[src/pkg/alarm_readout_defs.svh]
// Constants of the alarm status and temperature readout block.
// Assumes inclusion by bare name from the package and the design files.
`ifndef ALARM_READOUT_DEFS_SVH
`define ALARM_READOUT_DEFS_SVH

// Register offsets on the serial interface (7-bit address)
`define ALARM_STATUS_ADDR 7'h05
`define TEMP_READ_ADDR 7'h06
`define ALARM_MASK_ADDR 7'h07

// Alarm status bit positions
`define BIT_ZERO_PTR 15
`define BIT_COLLIDE 13
`define BIT_ONE_AWAY 12
`define BIT_TWO_AWAY 11
`define BIT_CONV_LOST 10
`define BIT_DATA_LOST 9
`define BIT_BLANKED 8
`define BIT_PATTERN 7
`define BIT_PLL 5
`define BIT_RPARITY 4
`define BIT_FPARITY 3
`define BIT_FRPARITY 2

// Reset and fixed values
`define STATUS_RESET 16'h0000
`define MASK_RESET 16'hFFFF
`define MID_SCALE 16'h8000
`define TEMP_PAD 8'h00

// Serial frame: 8 instruction bits then 16 data bits
`define INSTR_LAST 5'h07
`define DATA_LAST 5'h0F
`define DATA_DONE 5'h10

// Clock activity watchdog: cycles without a tick edge before loss
`define ACT_TIMEOUT 7'h40

// Width of the synchronised input bundle
`define IN_SYNC_W 29

`endif

[src/pkg/alarm_pkg.sv]
// Types of the alarm status and temperature readout block.
// Assumes the constants header is on the include path.
`default_nettype none
`include "alarm_readout_defs.svh"
package alarm_pkg;

  typedef enum logic [2:0] {
    SIF_IDLE = 3'b001,
    SIF_INSTR = 3'b010,
    SIF_DATA = 3'b100
  } sif_state_t;

  // Pin and cross-domain inputs, in synchroniser order
  typedef struct packed {
    logic [7:0] temp_raw;
    logic sdio;
    logic sden_n;
    logic sclk;
    logic data_tick;
    logic conv_tick;
    logic [7:0] wr_ptr;
    logic collide;
    logic one_away;
    logic two_away;
    logic pattern_err;
    logic pll_unlock;
    logic rparity_err;
    logic fparity_err;
    logic frparity_err;
  } in_bus_t;

  typedef struct packed {
    logic [`IN_SYNC_W-1:0] s1;
    logic [`IN_SYNC_W-1:0] s2;
  } sync_state_t;

  typedef struct packed {
    logic prev;
    logic [6:0] cnt;
    logic lost;
  } mon_state_t;

  typedef struct packed {
    sif_state_t st;
    logic [4:0] cnt;
    logic rd;
    logic [6:0] addr;
    logic [15:0] shreg;
    logic sdo;
    logic oe;
    logic sclk_prev;
    logic [15:0] status;
    logic [15:0] mask;
    logic [7:0] temp;
    logic [7:0] temp_prev;
    logic [15:0] sample;
    logic alarm;
  } top_state_t;

endpackage
`default_nettype wire

[src/hdl/in_sync.sv]
// Two-stage synchroniser for the whole input bundle.
// Assumes every bit is a level held for at least two clk cycles.
`default_nettype none
`include "alarm_readout_defs.svh"
module in_sync import alarm_pkg::*; (
  // Clock and reset
  input wire logic clk,
  input wire logic rst_n,
  // Bundle
  input wire logic [`IN_SYNC_W-1:0] din,
  output logic [`IN_SYNC_W-1:0] dout
);
  sync_state_t q, d;

  always_comb begin
    d.s1 = din;
    d.s2 = q.s1;
  end

  always_ff @(posedge clk or negedge rst_n) begin
    if (!rst_n) begin
      q <= '0;
    end else begin
      q <= d;
    end
  end

  assign dout = q.s2;
endmodule // in_sync
`default_nettype wire

[src/hdl/clk_activity_mon.sv]
// Watchdog that flags a clock as lost when its tick stops toggling.
// Assumes the tick is already synchronised to clk.
`default_nettype none
`include "alarm_readout_defs.svh"
module clk_activity_mon import alarm_pkg::*; (
  // Clock and reset
  input wire logic clk,
  input wire logic rst_n,
  // Tick in, loss out
  input wire logic tick,
  output logic lost
);
  mon_state_t q, d;

  always_comb begin
    d = q;
    d.prev = tick;
    if (tick != q.prev) begin
      d.cnt = 7'h00;
      d.lost = 1'b0;
    end else if (q.cnt != `ACT_TIMEOUT) begin
      d.cnt = q.cnt + 7'h01;
    end else begin
      d.lost = 1'b1;
    end
  end

  always_ff @(posedge clk or negedge rst_n) begin
    if (!rst_n) begin
      q <= '0;
    end else begin
      q <= d;
    end
  end

  assign lost = q.lost;
endmodule // clk_activity_mon
`default_nettype wire

[src/hdl/alarm_status_and_temp_readout.sv]
// Alarm status flags, alarm mask and die temperature behind a serial register port.
// Assumes alarm sources and pins are levels from other domains, held two clk cycles or more.
//
// Contract
// - Zero write pointer sets flag bit 15.
// - Zero pointer keeps flag set; host resynchronises.
// - Proximity field encodes two-away, one-away, collision.
// - Collision flag holds until resync and clear.
// - Stopped conversion clock sets bit 10.
// - Conversion-clock flag holds until restart and clear.
// - Stopped input clock sets bit 9, held.
// - Any clock-lost or collision flag sets bit 8.
// - Bit 8 high forces output to mid-scale.
// - With blanking enabled, host clears to resume.
// - Pattern mismatch sets bit 7.
// - PLL lock loss sets bit 5.
// - Rising-edge parity error sets bit 4.
// - Falling-edge parity error sets bit 3.
// - Frame parity error sets bit 2.
// - Temperature signed in bits 15:8, read-only.
// - Host write clears alarm status.
// - Mask bit one suppresses alarm; resets all ones.
`default_nettype none
`include "alarm_readout_defs.svh"
module alarm_status_and_temp_readout import alarm_pkg::*; (
  // Clock and reset
  input wire logic clk,
  input wire logic rst_n,
  // Serial register port (3-wire)
  input wire logic sclk,
  input wire logic sden_n,
  input wire logic sdio_in,
  output logic sdio_out,
  output logic sdio_oe,
  // Alarm sources
  input wire logic [7:0] wr_ptr,
  input wire logic ptr_two_away,
  input wire logic ptr_one_away,
  input wire logic ptr_collide,
  input wire logic conv_clk_tick,
  input wire logic input_data_clock_tick,
  input wire logic pattern_mismatch,
  input wire logic pll_unlock,
  input wire logic parity_rise_err,
  input wire logic parity_fall_err,
  input wire logic parity_frame_err,
  // Blanking enables
  input wire logic blank_conv_en,
  input wire logic blank_data_en,
  input wire logic blank_collide_en,
  // Temperature sensor
  input wire logic [7:0] temp_raw,
  // Converter data path
  input wire logic [15:0] sample_in,
  output logic [15:0] sample_out,
  // Masked alarm summary
  output logic alarm_out
);

  ////////////////////////////////////////////////////////////////////////////
  // Input synchronisation and clock watchdogs

  in_bus_t raw, syn;
  logic [`IN_SYNC_W-1:0] syn_vec;
  logic conv_lost;
  logic data_lost;

  always_comb begin
    raw.temp_raw = temp_raw;
    raw.sdio = sdio_in;
    raw.sden_n = sden_n;
    raw.sclk = sclk;
    raw.data_tick = input_data_clock_tick;
    raw.conv_tick = conv_clk_tick;
    raw.wr_ptr = wr_ptr;
    raw.collide = ptr_collide;
    raw.one_away = ptr_one_away;
    raw.two_away = ptr_two_away;
    raw.pattern_err = pattern_mismatch;
    raw.pll_unlock = pll_unlock;
    raw.rparity_err = parity_rise_err;
    raw.fparity_err = parity_fall_err;
    raw.frparity_err = parity_frame_err;
  end

  in_sync u_sync (
    .clk(clk),
    .rst_n(rst_n),
    .din(raw),
    .dout(syn_vec)
  );

  assign syn = in_bus_t'(syn_vec);

  clk_activity_mon u_conv_mon (
    .clk(clk),
    .rst_n(rst_n),
    .tick(syn.conv_tick),
    .lost(conv_lost)
  );

  clk_activity_mon u_data_mon (
    .clk(clk),
    .rst_n(rst_n),
    .tick(syn.data_tick),
    .lost(data_lost)
  );

  ////////////////////////////////////////////////////////////////////////////
  // State

  top_state_t q, d;
  logic [15:0] sets;
  logic [15:0] clr_mask;
  logic clr_ev;
  logic wr_ev;
  logic [15:0] wdata;
  logic rise, fall;
  logic src_any;

  function automatic logic [15:0] read_word(input logic [6:0] a, input top_state_t s);
    case (a)
      `ALARM_STATUS_ADDR: read_word = s.status;
      `TEMP_READ_ADDR: read_word = {s.temp, `TEMP_PAD};
      `ALARM_MASK_ADDR: read_word = s.mask;
      default: read_word = 16'h0000;
    endcase
  endfunction

  always_comb begin
    d = q;
    wr_ev = 1'b0;
    wdata = 16'h0000;
    rise = syn.sclk & ~q.sclk_prev;
    fall = ~syn.sclk & q.sclk_prev;
    d.sclk_prev = syn.sclk;

    // Serial frame engine: sample on sclk rise, drive on sclk fall
    if (syn.sden_n) begin
      d.st = SIF_IDLE;
      d.cnt = 5'h00;
      d.oe = 1'b0;
    end else begin
      case (q.st)
        SIF_IDLE: begin
          d.st = SIF_INSTR;
          d.cnt = 5'h00;
        end
        SIF_INSTR: begin
          if (rise) begin
            d.shreg = {q.shreg[14:0], syn.sdio};
            d.cnt = q.cnt + 5'h01;
            if (q.cnt == `INSTR_LAST) begin
              d.rd = q.shreg[6];
              d.addr = {q.shreg[5:0], syn.sdio};
              d.st = SIF_DATA;
              d.cnt = 5'h00;
              d.shreg = q.shreg[6] ? read_word({q.shreg[5:0], syn.sdio}, q) : 16'h0000;
            end
          end
        end
        SIF_DATA: begin
          if (q.rd) begin
            if (fall && q.cnt != `DATA_DONE) begin
              d.sdo = q.shreg[15];
              d.oe = 1'b1;
              d.shreg = {q.shreg[14:0], 1'b0};
              d.cnt = q.cnt + 5'h01;
            end else if (fall) begin
              d.oe = 1'b0;
            end
          end else if (rise && q.cnt != `DATA_DONE) begin
            d.shreg = {q.shreg[14:0], syn.sdio};
            d.cnt = q.cnt + 5'h01;
            if (q.cnt == `DATA_LAST) begin
              wr_ev = 1'b1;
              wdata = {q.shreg[14:0], syn.sdio};
            end
          end
        end
        default: begin
          d.st = SIF_IDLE;
          d.oe = 1'b0;
        end
      endcase
    end

    // Alarm events from the synchronised sources
    sets = 16'h0000;
    sets[`BIT_ZERO_PTR] = (syn.wr_ptr == 8'h00);
    sets[`BIT_COLLIDE] = syn.collide;
    sets[`BIT_ONE_AWAY] = syn.one_away;
    sets[`BIT_TWO_AWAY] = syn.two_away;
    sets[`BIT_CONV_LOST] = conv_lost;
    sets[`BIT_DATA_LOST] = data_lost;
    sets[`BIT_PATTERN] = syn.pattern_err;
    sets[`BIT_PLL] = syn.pll_unlock;
    sets[`BIT_RPARITY] = syn.rparity_err;
    sets[`BIT_FPARITY] = syn.fparity_err;
    sets[`BIT_FRPARITY] = syn.frparity_err;
    // Write clears every bit written as zero; a same-cycle event wins
    clr_ev = wr_ev && (q.addr == `ALARM_STATUS_ADDR);
    clr_mask = clr_ev ? ~wdata : 16'h0000;
    // Held sources count only if this write leaves them set, so a clear can drop bit 8
    src_any = (q.status[`BIT_CONV_LOST] & ~clr_mask[`BIT_CONV_LOST]) |
              (q.status[`BIT_DATA_LOST] & ~clr_mask[`BIT_DATA_LOST]) |
              (q.status[`BIT_COLLIDE] & ~clr_mask[`BIT_COLLIDE]) |
              sets[`BIT_CONV_LOST] | sets[`BIT_DATA_LOST] | sets[`BIT_COLLIDE];
    sets[`BIT_BLANKED] = src_any;
    d.status = (q.status & ~clr_mask) | sets;
    // Without any blanking enable the blanked flag follows its sources
    if (!src_any && !(blank_conv_en | blank_data_en | blank_collide_en)) begin
      d.status[`BIT_BLANKED] = 1'b0;
    end

    if (wr_ev && q.addr == `ALARM_MASK_ADDR) begin
      d.mask = wdata;
    end

    // Temperature taken once two samples agree
    d.temp_prev = syn.temp_raw;
    if (syn.temp_raw == q.temp_prev) begin
      d.temp = q.temp_prev;
    end

    d.sample = q.status[`BIT_BLANKED] ? `MID_SCALE : sample_in;
    d.alarm = |(q.status & ~q.mask);
  end

  always_ff @(posedge clk or negedge rst_n) begin
    if (!rst_n) begin
      q <= '0;
      q.st <= SIF_IDLE;
      q.status <= `STATUS_RESET;
      q.mask <= `MASK_RESET;
    end else begin
      q <= d;
    end
  end

  assign sdio_out = q.sdo;
  assign sdio_oe = q.oe;
  assign sample_out = q.sample;
  assign alarm_out = q.alarm;
endmodule // alarm_status_and_temp_readout
`default_nettype wire

[config.mk]
export PLATFORM = sky130hd
export DESIGN_NAME = alarm_status_and_temp_readout
export DESIGN_NICKNAME = d
export VERILOG_FILES = /design/src/pkg/alarm_pkg.sv /design/src/hdl/in_sync.sv /design/src/hdl/clk_activity_mon.sv /design/src/hdl/alarm_status_and_temp_readout.sv
export VERILOG_INCLUDE_DIRS = /design/src /design/src/pkg
export SDC_FILE = /design/constraint.sdc
export NUM_CORES = 1
export LEC_CHECK = 0
export BUFFER_PORTS_ARGS = -buffer_cell sky130_fd_sc_hd__buf_2
export CAP_MARGIN = 20
export CORE_ASPECT_RATIO = 1.4
export CORE_MARGIN = 2
export CORE_UTILIZATION = 57
export DETAILED_ROUTE_END_ITERATION = 12
export HOLD_SLACK_MARGIN = 0.1
export PLACE_DENSITY = 0.85
export SKIP_CTS_REPAIR_TIMING = 1
export SLEW_MARGIN = 20
export SYNTH_ARGS = -nofsm -noshare
export SYNTH_HDL_FRONTEND = slang
export SYNTH_SLANG_ARGS = --single-unit
[constraint.sdc]
create_clock -name clk -period 6.49 [get_ports clk]
set_clock_uncertainty 0.05 [all_clocks]
set_input_delay 0.649 -clock clk [delete_from_list [all_inputs] [get_ports clk]]
set_output_delay 0.649 -clock clk [all_outputs]
set_load 0.05 [all_outputs]
==> results, run 1 <==
- The detail-routed via count per cell is 5.62.
- Synthesis produced a netlist whose cell count is 562.
- The number of routed nets with antenna violations is 0.
- The net count of the finished layout is 675.
- The number of antenna violations at the first check in global routing is 0.
- The max-slew violation count is 0.
- The vias after detailed routing is 4368.
- After routing, the total negative slack on setup checks comes to 0 ns.
- The pin slew with the least headroom to its limit is 0.963 ns.
- The dominant synthesized flop cell is sky130_fd_sc_hd__dfrtp_1.
- By area the synthesized netlist is led by sky130_fd_sc_hd__dfrtp_1 (57%), sky130_fd_sc_hd__dfstp_2 (6.4%), sky130_fd_sc_hd__mux2_2 (5.0%), sky130_fd_sc_hd__nor2_1 (2.3%), sky130_fd_sc_hd__nor2b_1 (1.8%).
- Global routing used 24.8% of the available met1 tracks.
- Summing every instance area after synthesis gives 0.00693 mm2.
- The initialized floorplan defines 47 standard-cell rows.
- The via count of the first global-routing pass is 4546.
- The max-slew headroom at the worst pin is 35.8%.
- The highest ir drop seen on vdd is 192 uV.
- The critical path launch point type is a flip-flop.
- Global routing consumed, on the met2 layer, 38.1% of the routing resources.
- The data required time at the worst endpoint is 6.72 ns.
- The most instantiated library cell after synthesis is sky130_fd_sc_hd__dfrtp_1.
- The share of the clock period used by the worst path after layout is 43.5%.
- After clock tree synthesis, the clock-pin slew on the worst setup and hold paths is 0.07 ns.
- The run finished with clean final reports.
- The fraction of final layout cells with drive strength greater than 1 is 24.6%.
- STA classifies the critical path endpoint as a flip-flop.
- After global routing, the most crowded layer is met2.
- The clock tree synthesis step divided the H-tree into 4 levels.
- The longest clock path from root to sink contains 2 buffers.
- Setup violations remaining at the end of the flow were counted as 0.
- The final routed DRC violation total is 0.
- Once detailed placement completed, the half-perimeter wirelength came to 8900 um.
- The number of sinks on the clock net is 176.
- The number of max-capacitance violations reported is 0.
- The number of nets in the synthesized netlist is 619.
- The number of clock buffers added by TritonCTS is 17.
- The die boundary width is 97.2 um.
- The TritonCTS clock tree is done.
- The repair_antennas step left the layout with diodes totalling 0.
- For the worst-skew pair, the clock arrives at the later sink with an insertion delay of 0.42 ns.
- The final wirelength is 13200 um.
- The hold violation total from the final report came to 0.
- The number of port buffers is 68.
- The met3 track demand over resource in global routing is 4.76%.
- Derived from the worst setup path, the maximum achievable clock frequency is 354 MHz.
- The worst hold path belongs to the class in -> async.
- The sequential element share of the synthesized area is 63.9%.
- Summed over all instances, the cell type with the most area after synthesis is sky130_fd_sc_hd__dfrtp_1.
- The total area inside the core boundary comes to 0.0118 mm2.
- The smallest clock period supported by the final layout is computed as 2.83 ns.
- Across every metal layer, demand over resource in global routing totals 21.4%.
- After synthesis the netlist holds a flip-flop and latch count of 176.
- The worst hold slack after final layout is 0.233 ns.
- Sorting the synthesized cells by how often they occur yields sky130_fd_sc_hd__dfrtp_1 (159), sky130_fd_sc_hd__nor2_1 (42), sky130_fd_sc_hd__mux2_2 (31), sky130_fd_sc_hd__nand2_1 (31), sky130_fd_sc_hd__inv_1 (26).
- The final-layout fill cell count is 828.
- From synthesis to final layout, the design area changed by 13.4%.
- Entering global routing, the biggest net connects 99 pins.
- The area enclosed by the die boundary is 0.0131 mm2.
- The number of ports placed on the die boundary is 69.
- The tree is rooted in a sky130_fd_sc_hd__clkbuf_16.
- The number of DRC markers in iteration 0 is 345.
- The placer's final routability congestion estimate is 0.865.
- The first detailed-routing pass ran for 4 iterations.
- Setup repair after global routing left no endpoint under its margin.
- In this run the power density over the cells is 290 mW/mm2.
- The die span in y is 134 um.
- Synthesis instantiated 54 different standard cells from the library.
- A synthesized cell averages 12.3 um2.
- The largest driver fanout on the critical path is 14.
- The number of enable-type register cells in the synthesized netlist is 0.
- The worst setup path is of the reg -> reg kind.
- The wire length of the first global-routing pass is 22000 um.
- The worst register-to-register path has a depth of 8.
- Yosys printed 0 warnings.
- Global routing finished with a remaining overflow of 0.
- Counting flops with an async set or reset pin after synthesis yields a share of 100%.
- Dividing the detail-routed wire length by the instance count gives 17.0 um.
- Summed over all cells, the static leakage comes to 3.57 nW.
- The area share of the leading cell type in the synthesized netlist is 57.4%.
- The arrival time reported for the critical path endpoint is 3.06 ns.
- Once the floorplan was initialized, standard cells occupied 58.6% of the core.
==> critical path: stages, from the launching register on <==
cell and delay (ns):
sky130_fd_sc_hd__dfrtp_1 0.41, sky130_fd_sc_hd__ha_1 0.26, sky130_fd_sc_hd__and3_1 0.18, sky130_fd_sc_hd__ha_1 0.13, sky130_fd_sc_hd__nor4b_1 0.23, sky130_fd_sc_hd__nand4b_1 0.24, sky130_fd_sc_hd__or3_1 0.66, sky130_fd_sc_hd__o21ai_0 0.38
sky130_fd_sc_hd__nand4b_1 0.14
==> cells in the final DEF (no fill, tap or decap), types with 10 or more instances in the layout <==
master	count
sky130_fd_sc_hd__mux2_2	31
sky130_fd_sc_hd__o21ai_1	15
sky130_fd_sc_hd__nor3_1	10
sky130_fd_sc_hd__dfrtp_1	159
sky130_fd_sc_hd__dfstp_2	17
sky130_fd_sc_hd__o21ai_0	22
sky130_fd_sc_hd__a21oi_1	12
sky130_fd_sc_hd__nand2_1	31
sky130_fd_sc_hd__nand3_1	10
sky130_fd_sc_hd__inv_1	26
sky130_fd_sc_hd__mux2i_1	11
sky130_fd_sc_hd__buf_2	67
sky130_fd_sc_hd__xnor2_1	14
sky130_fd_sc_hd__nand2b_1	15
sky130_fd_sc_hd__nor2_1	42
sky130_fd_sc_hd__clkbuf_16	17
sky130_fd_sc_hd__nor2b_1	20
==> cells by family (layout without fill, tap and decap cells) <==
group                      count (synthesis)  count (layout)  synth area share [%]
AOI/OAI and AO/OA                         88              88                  8.05
xor gates and xnor gates                  22              22                  2.78
adders and majority gates                  7               7                  1.26
buffers and inverters                     60             128                  4.17
DFF                                      176             176                  63.9
muxes                                     45              45                  7.11
and+or+nand+nor                          164             164                  12.8
==> worst paths after layout <==
check                                 startpoint                  endpoint  slack, ns
max                            q[92]$_DFFE_PN0P_           q[57]$_DFF_PN0_       3.66
min                                        rst_n  u_sync.dout[4]$_DFF_PN0_       0.23
max reg2reg                    q[92]$_DFFE_PN0P_           q[57]$_DFF_PN0_       3.66
min reg2reg                u_sync.d[0]$_DFF_PN0_  u_sync.dout[0]$_DFF_PN0_       0.30
max in group asynchronous                  rst_n           q[56]$_DFF_PN0_       4.72
min in group clk                     temp_raw[5]    u_sync.d[26]$_DFF_PN0_       0.28
==> metal layers <==
layer  part of all wire (%)  vias up  wire length (um)
li1                       -     2024                 -
met2                     54      125              7110
met5                      0        -                 0
met4                    2.7        0               359
met1                     39     2191              5180
met3                    4.3       28               572
==> per-stage QoR <==
step	power, mW	setup WS (ns)	utilization (%)	instances	area (um2)
after floorplan	1.26	4.25	-	562	6930
after global placement	1.32	3.90	61.7	746	7290
after detailed placement	1.33	3.76	61.7	746	7290
after CTS	2.30	3.67	66.5	777	7860
after global routing	2.36	3.51	66.5	777	7860
final	2.28	3.66	66.5	777	7860
==> final cells by class <==
type	instances	area [um2]	share of cell area (%)
well taps	147	184	2.34
repair buffers	70	362	4.60
inverters	27	101	1.29
clock inverters	14	141	1.80
clock buffers	17	425	5.41
flip-flops and latches	176	4430	56.3
multi-input cells	326	2220	28.3
==> report_power, final <==
group	switching, mW	total, mW	leakage (nW)	internal [mW]
registers	0.0394	1.18	2.16	1.14
clock network	0.459	0.971	0.283	0.512
logic	0.0717	0.127	1.13	0.0555
total	0.570	2.28	3.57	1.71
==> flip-flops by register name (all words and copies together), names as in the netlist <==
signal / flops
alarm_out: 1
sample_out: 16
u_sync.d: 29
u_conv_mon.q: 8
u_conv_mon.lost: 1
u_sync.dout: 29
sdio_oe: 1
sdio_out: 1
u_data_mon.lost: 1
q: 81
u_data_mon.q: 8
(Power assumes the default switching activity.)
==> run 2: changes to the inputs <==
==> constraint.sdc (replaced) <==
create_clock -name clk -period 2.8 [get_ports clk]
set_clock_uncertainty 0.05 [all_clocks]
set_input_delay 0.28 -clock clk [delete_from_list [all_inputs] [get_ports clk]]
set_output_delay 0.28 -clock clk [all_outputs]
set_load 0.05 [all_outputs]
==> results, run 2 (synthesized netlist as in run 1, its figures left out) <==
- The final wirelength is 14500 um (+9.8%).
- The count of non-filler cells in the finished layout is 836 (+7.6%).
- The sum of buffers and inverters on the critical path was 1 (+1).
- The HPWL reported at the end of detailed placement was 9370 um (+5.3%).
- The critical path in this run is classified as reg -> reg.
- The register area is 0.00443 mm2 (unchanged).
- The overall power consumption came to 5.39 mW (+140%).
- TritonCTS built the clock tree.
- The number of DRC markers in iteration 0 is 445 (+29%).
- The class of the most critical hold timing path is in -> reg.
- The post-detailed-placement cell area is 0.00739 mm2 (+1.3%).
- The length of the first detailed-routing pass in iterations is 7 (+3).
- Traced cell by cell, the critical path runs through ha_1, and3_1, ha_1, nor4b_1, nand4b_1, or3_4, buf_4, o21ai_0, nand2b_1.
- The leakage power figure is 3.84 nW (+7.4%).
- The H-tree depth was 4 (unchanged).
- The maximum count of clock buffers along a single path is 2 (unchanged).
- The detail-routed via count per cell came to 5.59 (-0.61%).
- The library cell used most frequently in the layout, excluding fill and tap cells, is sky130_fd_sc_hd__dfrtp_1.
- The max-slew violation count came to 0 (unchanged).
- The placer's final routability congestion estimate is 0.879 (+1.6%).
- The share of the clock period used by the worst path after layout is 99.8% (+56 points).
- The count of inserted antenna diode cells is 0 (unchanged).
- The net count of the finished layout is 733 (+8.6%).
- The final-layout fill cell count is 706 (-15%).
- The via count of the first global-routing pass was 4746 (+4.4%).
- The TritonCTS buffer count came to 17 (unchanged).
- The multi-input logic area is 0.00225 mm2 (+1.4%).
- The run finished with clean final reports.
- The critical path launch point type is a flip-flop.
- The mean routed wirelength per cell is 17.4 um (+2.1%).
- The endpoint kind of the worst setup timing path is a flip-flop.
- The power density normalized to cell area is 636 mW/mm2 (+120%).
- The arrival time reported for the critical path endpoint is 3.04 ns (-0.02 ns).
- Ranked by flip-flop count, first place goes to q.
- The largest net degree at the start of global routing is 64 (-35%).
- The highest ir drop seen on vdd came to 487 uV (+150%).
- The largest driver fanout on the critical path is 8 (-6).
- The number of port buffers is 68 (unchanged).
- The placed cell count is 757 (+1.5%).
- The placeable core region is 0.0118 mm2 (unchanged).
- The sum of overflow across all layers after global routing came to 0 (unchanged).
- The number of max-capacitance violations reported is 0 (unchanged).
- The die span in y was 134 um (unchanged).
- The max-slew headroom at the worst pin came to 56.9% (+21 points).
- The clock period minus worst slack is 2.79 ns (-0.0316 ns).
- The clock insertion delay at the later pin of the skew report is 0.42 ns (about the same).
- The data required time at the worst endpoint was 3.05 ns (-3.67 ns).
- The hold violation total from the final report came to 0 (unchanged).
- The highest attainable clock frequency is 358 MHz (+1.1%).
- The number of antenna violations at the first check in global routing is 0 (unchanged).
- The initial core utilization was 58.6% (unchanged).
- The largest incremental delay on the critical path is 0.52 ns (-0.14 ns).
- The signed area change from the synthesized netlist to the final layout is 22.4%.
- CTS placed an instance of sky130_fd_sc_hd__clkbuf_16 at the clock tree root.
- The number of flip-flops in the largest register came to 81 (unchanged).
- On the critical path, the stage with the largest delay is an instance of sky130_fd_sc_hd__or3_4.
- The fraction of final layout cells with drive strength greater than 1 was 24.8% (+0.22 points).
- The number of sinks on the clock net is 176 (unchanged).
- The number of ports placed on the die boundary came to 69 (unchanged).
- The clock-pin slew on the worst setup and hold paths came to 0.07 ns (about the same).
- The count of standard-cell rows came to 47 (unchanged).
- Among the stages of the critical path, the cell type that occurs most often is sky130_fd_sc_hd__ha_1.
- In this design, the largest share of critical-path delay is due to simple AND/OR/NAND/NOR gates.
- The die boundary width was 97.2 um (unchanged).
- In the layout the commonest cells are sky130_fd_sc_hd__dfrtp_1 (159), sky130_fd_sc_hd__buf_2 (67), sky130_fd_sc_hd__dlygate4sd3_1 (46).
- The area enclosed by the die boundary was 0.0131 mm2 (unchanged).
- The number of routed nets with antenna violations came to 0 (unchanged).
- The final routed DRC violation total is 0 (unchanged).
- The setup TNS is 0 ns (unchanged).
- The overall fraction of global-route tracks in use came to 22.3% (+0.94 points).
- The pin slew with the least headroom to its limit came to 0.645 ns (-0.319 ns).
- The number of failing setup endpoints in the final timing report is 0 (unchanged).
- The vias after detailed routing is 4671 (+6.9%).
- The post-route cell area is 0.00848 mm2 (+7.9%).
- The wire length of the first global-routing pass is 22800 um (+3.6%).
[run 2: metrics by stage]
step	hold slack (ns)	setup slack (ns)	util (%)
finish	0.216	0.00638	71.7
global route	0.274	-0.181	71.7
CTS	-0.201	0.178	67.5
detailed placement	0.255	0.225	62.5
global placement	0.248	0.311	62.5
floorplan	-0.0656	0.556	-
[run 2: worst register-to-register path, cell delays in order (launching register included)]
cell                       delay (ns)
sky130_fd_sc_hd__dfrtp_1         0.43
sky130_fd_sc_hd__ha_1            0.27
sky130_fd_sc_hd__and3_1          0.18
sky130_fd_sc_hd__ha_1            0.13
sky130_fd_sc_hd__nor4b_1         0.25
sky130_fd_sc_hd__nand4b_1        0.32
sky130_fd_sc_hd__or3_4           0.52
sky130_fd_sc_hd__buf_4           0.18
sky130_fd_sc_hd__o21ai_0         0.22
sky130_fd_sc_hd__nand2b_1        0.12
[run 2: cell type report]
| class | instances | share of cell area (%) |
|---|---|---|
| inverters | 27 | 1.20 |
| repair buffers | 128 | 11.0 |
| multi-input cells | 326 | 26.6 |
| clock inverters | 14 | 1.71 |
| clock buffers | 18 | 5.18 |
| flip-flops and latches | 176 | 52.2 |
| well taps | 147 | 2.17 |
[run 2: worst paths after layout]
path | start | to | slack [ns] | depth (start not counted)
hold / removal | blank_collide_en | q[57]$_DFF_PN0_ | 0.22 | 5
min in group asynchronous | rst_n | u_sync.dout[5]$_DFF_PN0_ | 0.36 | 2
setup reg to reg | q[92]$_DFFE_PN0P_ | q[51]$_DFF_PN0_ | 0.006 | 9
max in group asynchronous | rst_n | q[48]$_DFFE_PN1P_ | 1.54 | 3
setup / recovery | q[92]$_DFFE_PN0P_ | q[51]$_DFF_PN0_ | 0.006 | 9
hold reg to reg | u_sync.d[21]$_DFF_PN0_ | u_sync.dout[21]$_DFF_PN0_ | 0.30 | 0
[run 2: report_power, final]
group	internal (mW)	switching (mW)	total, mW
logic	0.187	0.187	0.375
clock network	1.21	1.08	2.29
registers	2.64	0.0890	2.73
total	4.04	1.35	5.39
[run 2: per-layer routing]
| metal | wire length, um | GRT usage, % | up-vias |
|---|---|---|---|
| met4 | 565 | 12.4 | 0 |
| met1 | 5590 | 25.5 | 2301 |
| met5 | 0 | 0 | - |
| met2 | 7680 | 39.1 | 183 |
| met3 | 682 | 4.87 | 44 |
| li1 | - | - | 2143 |
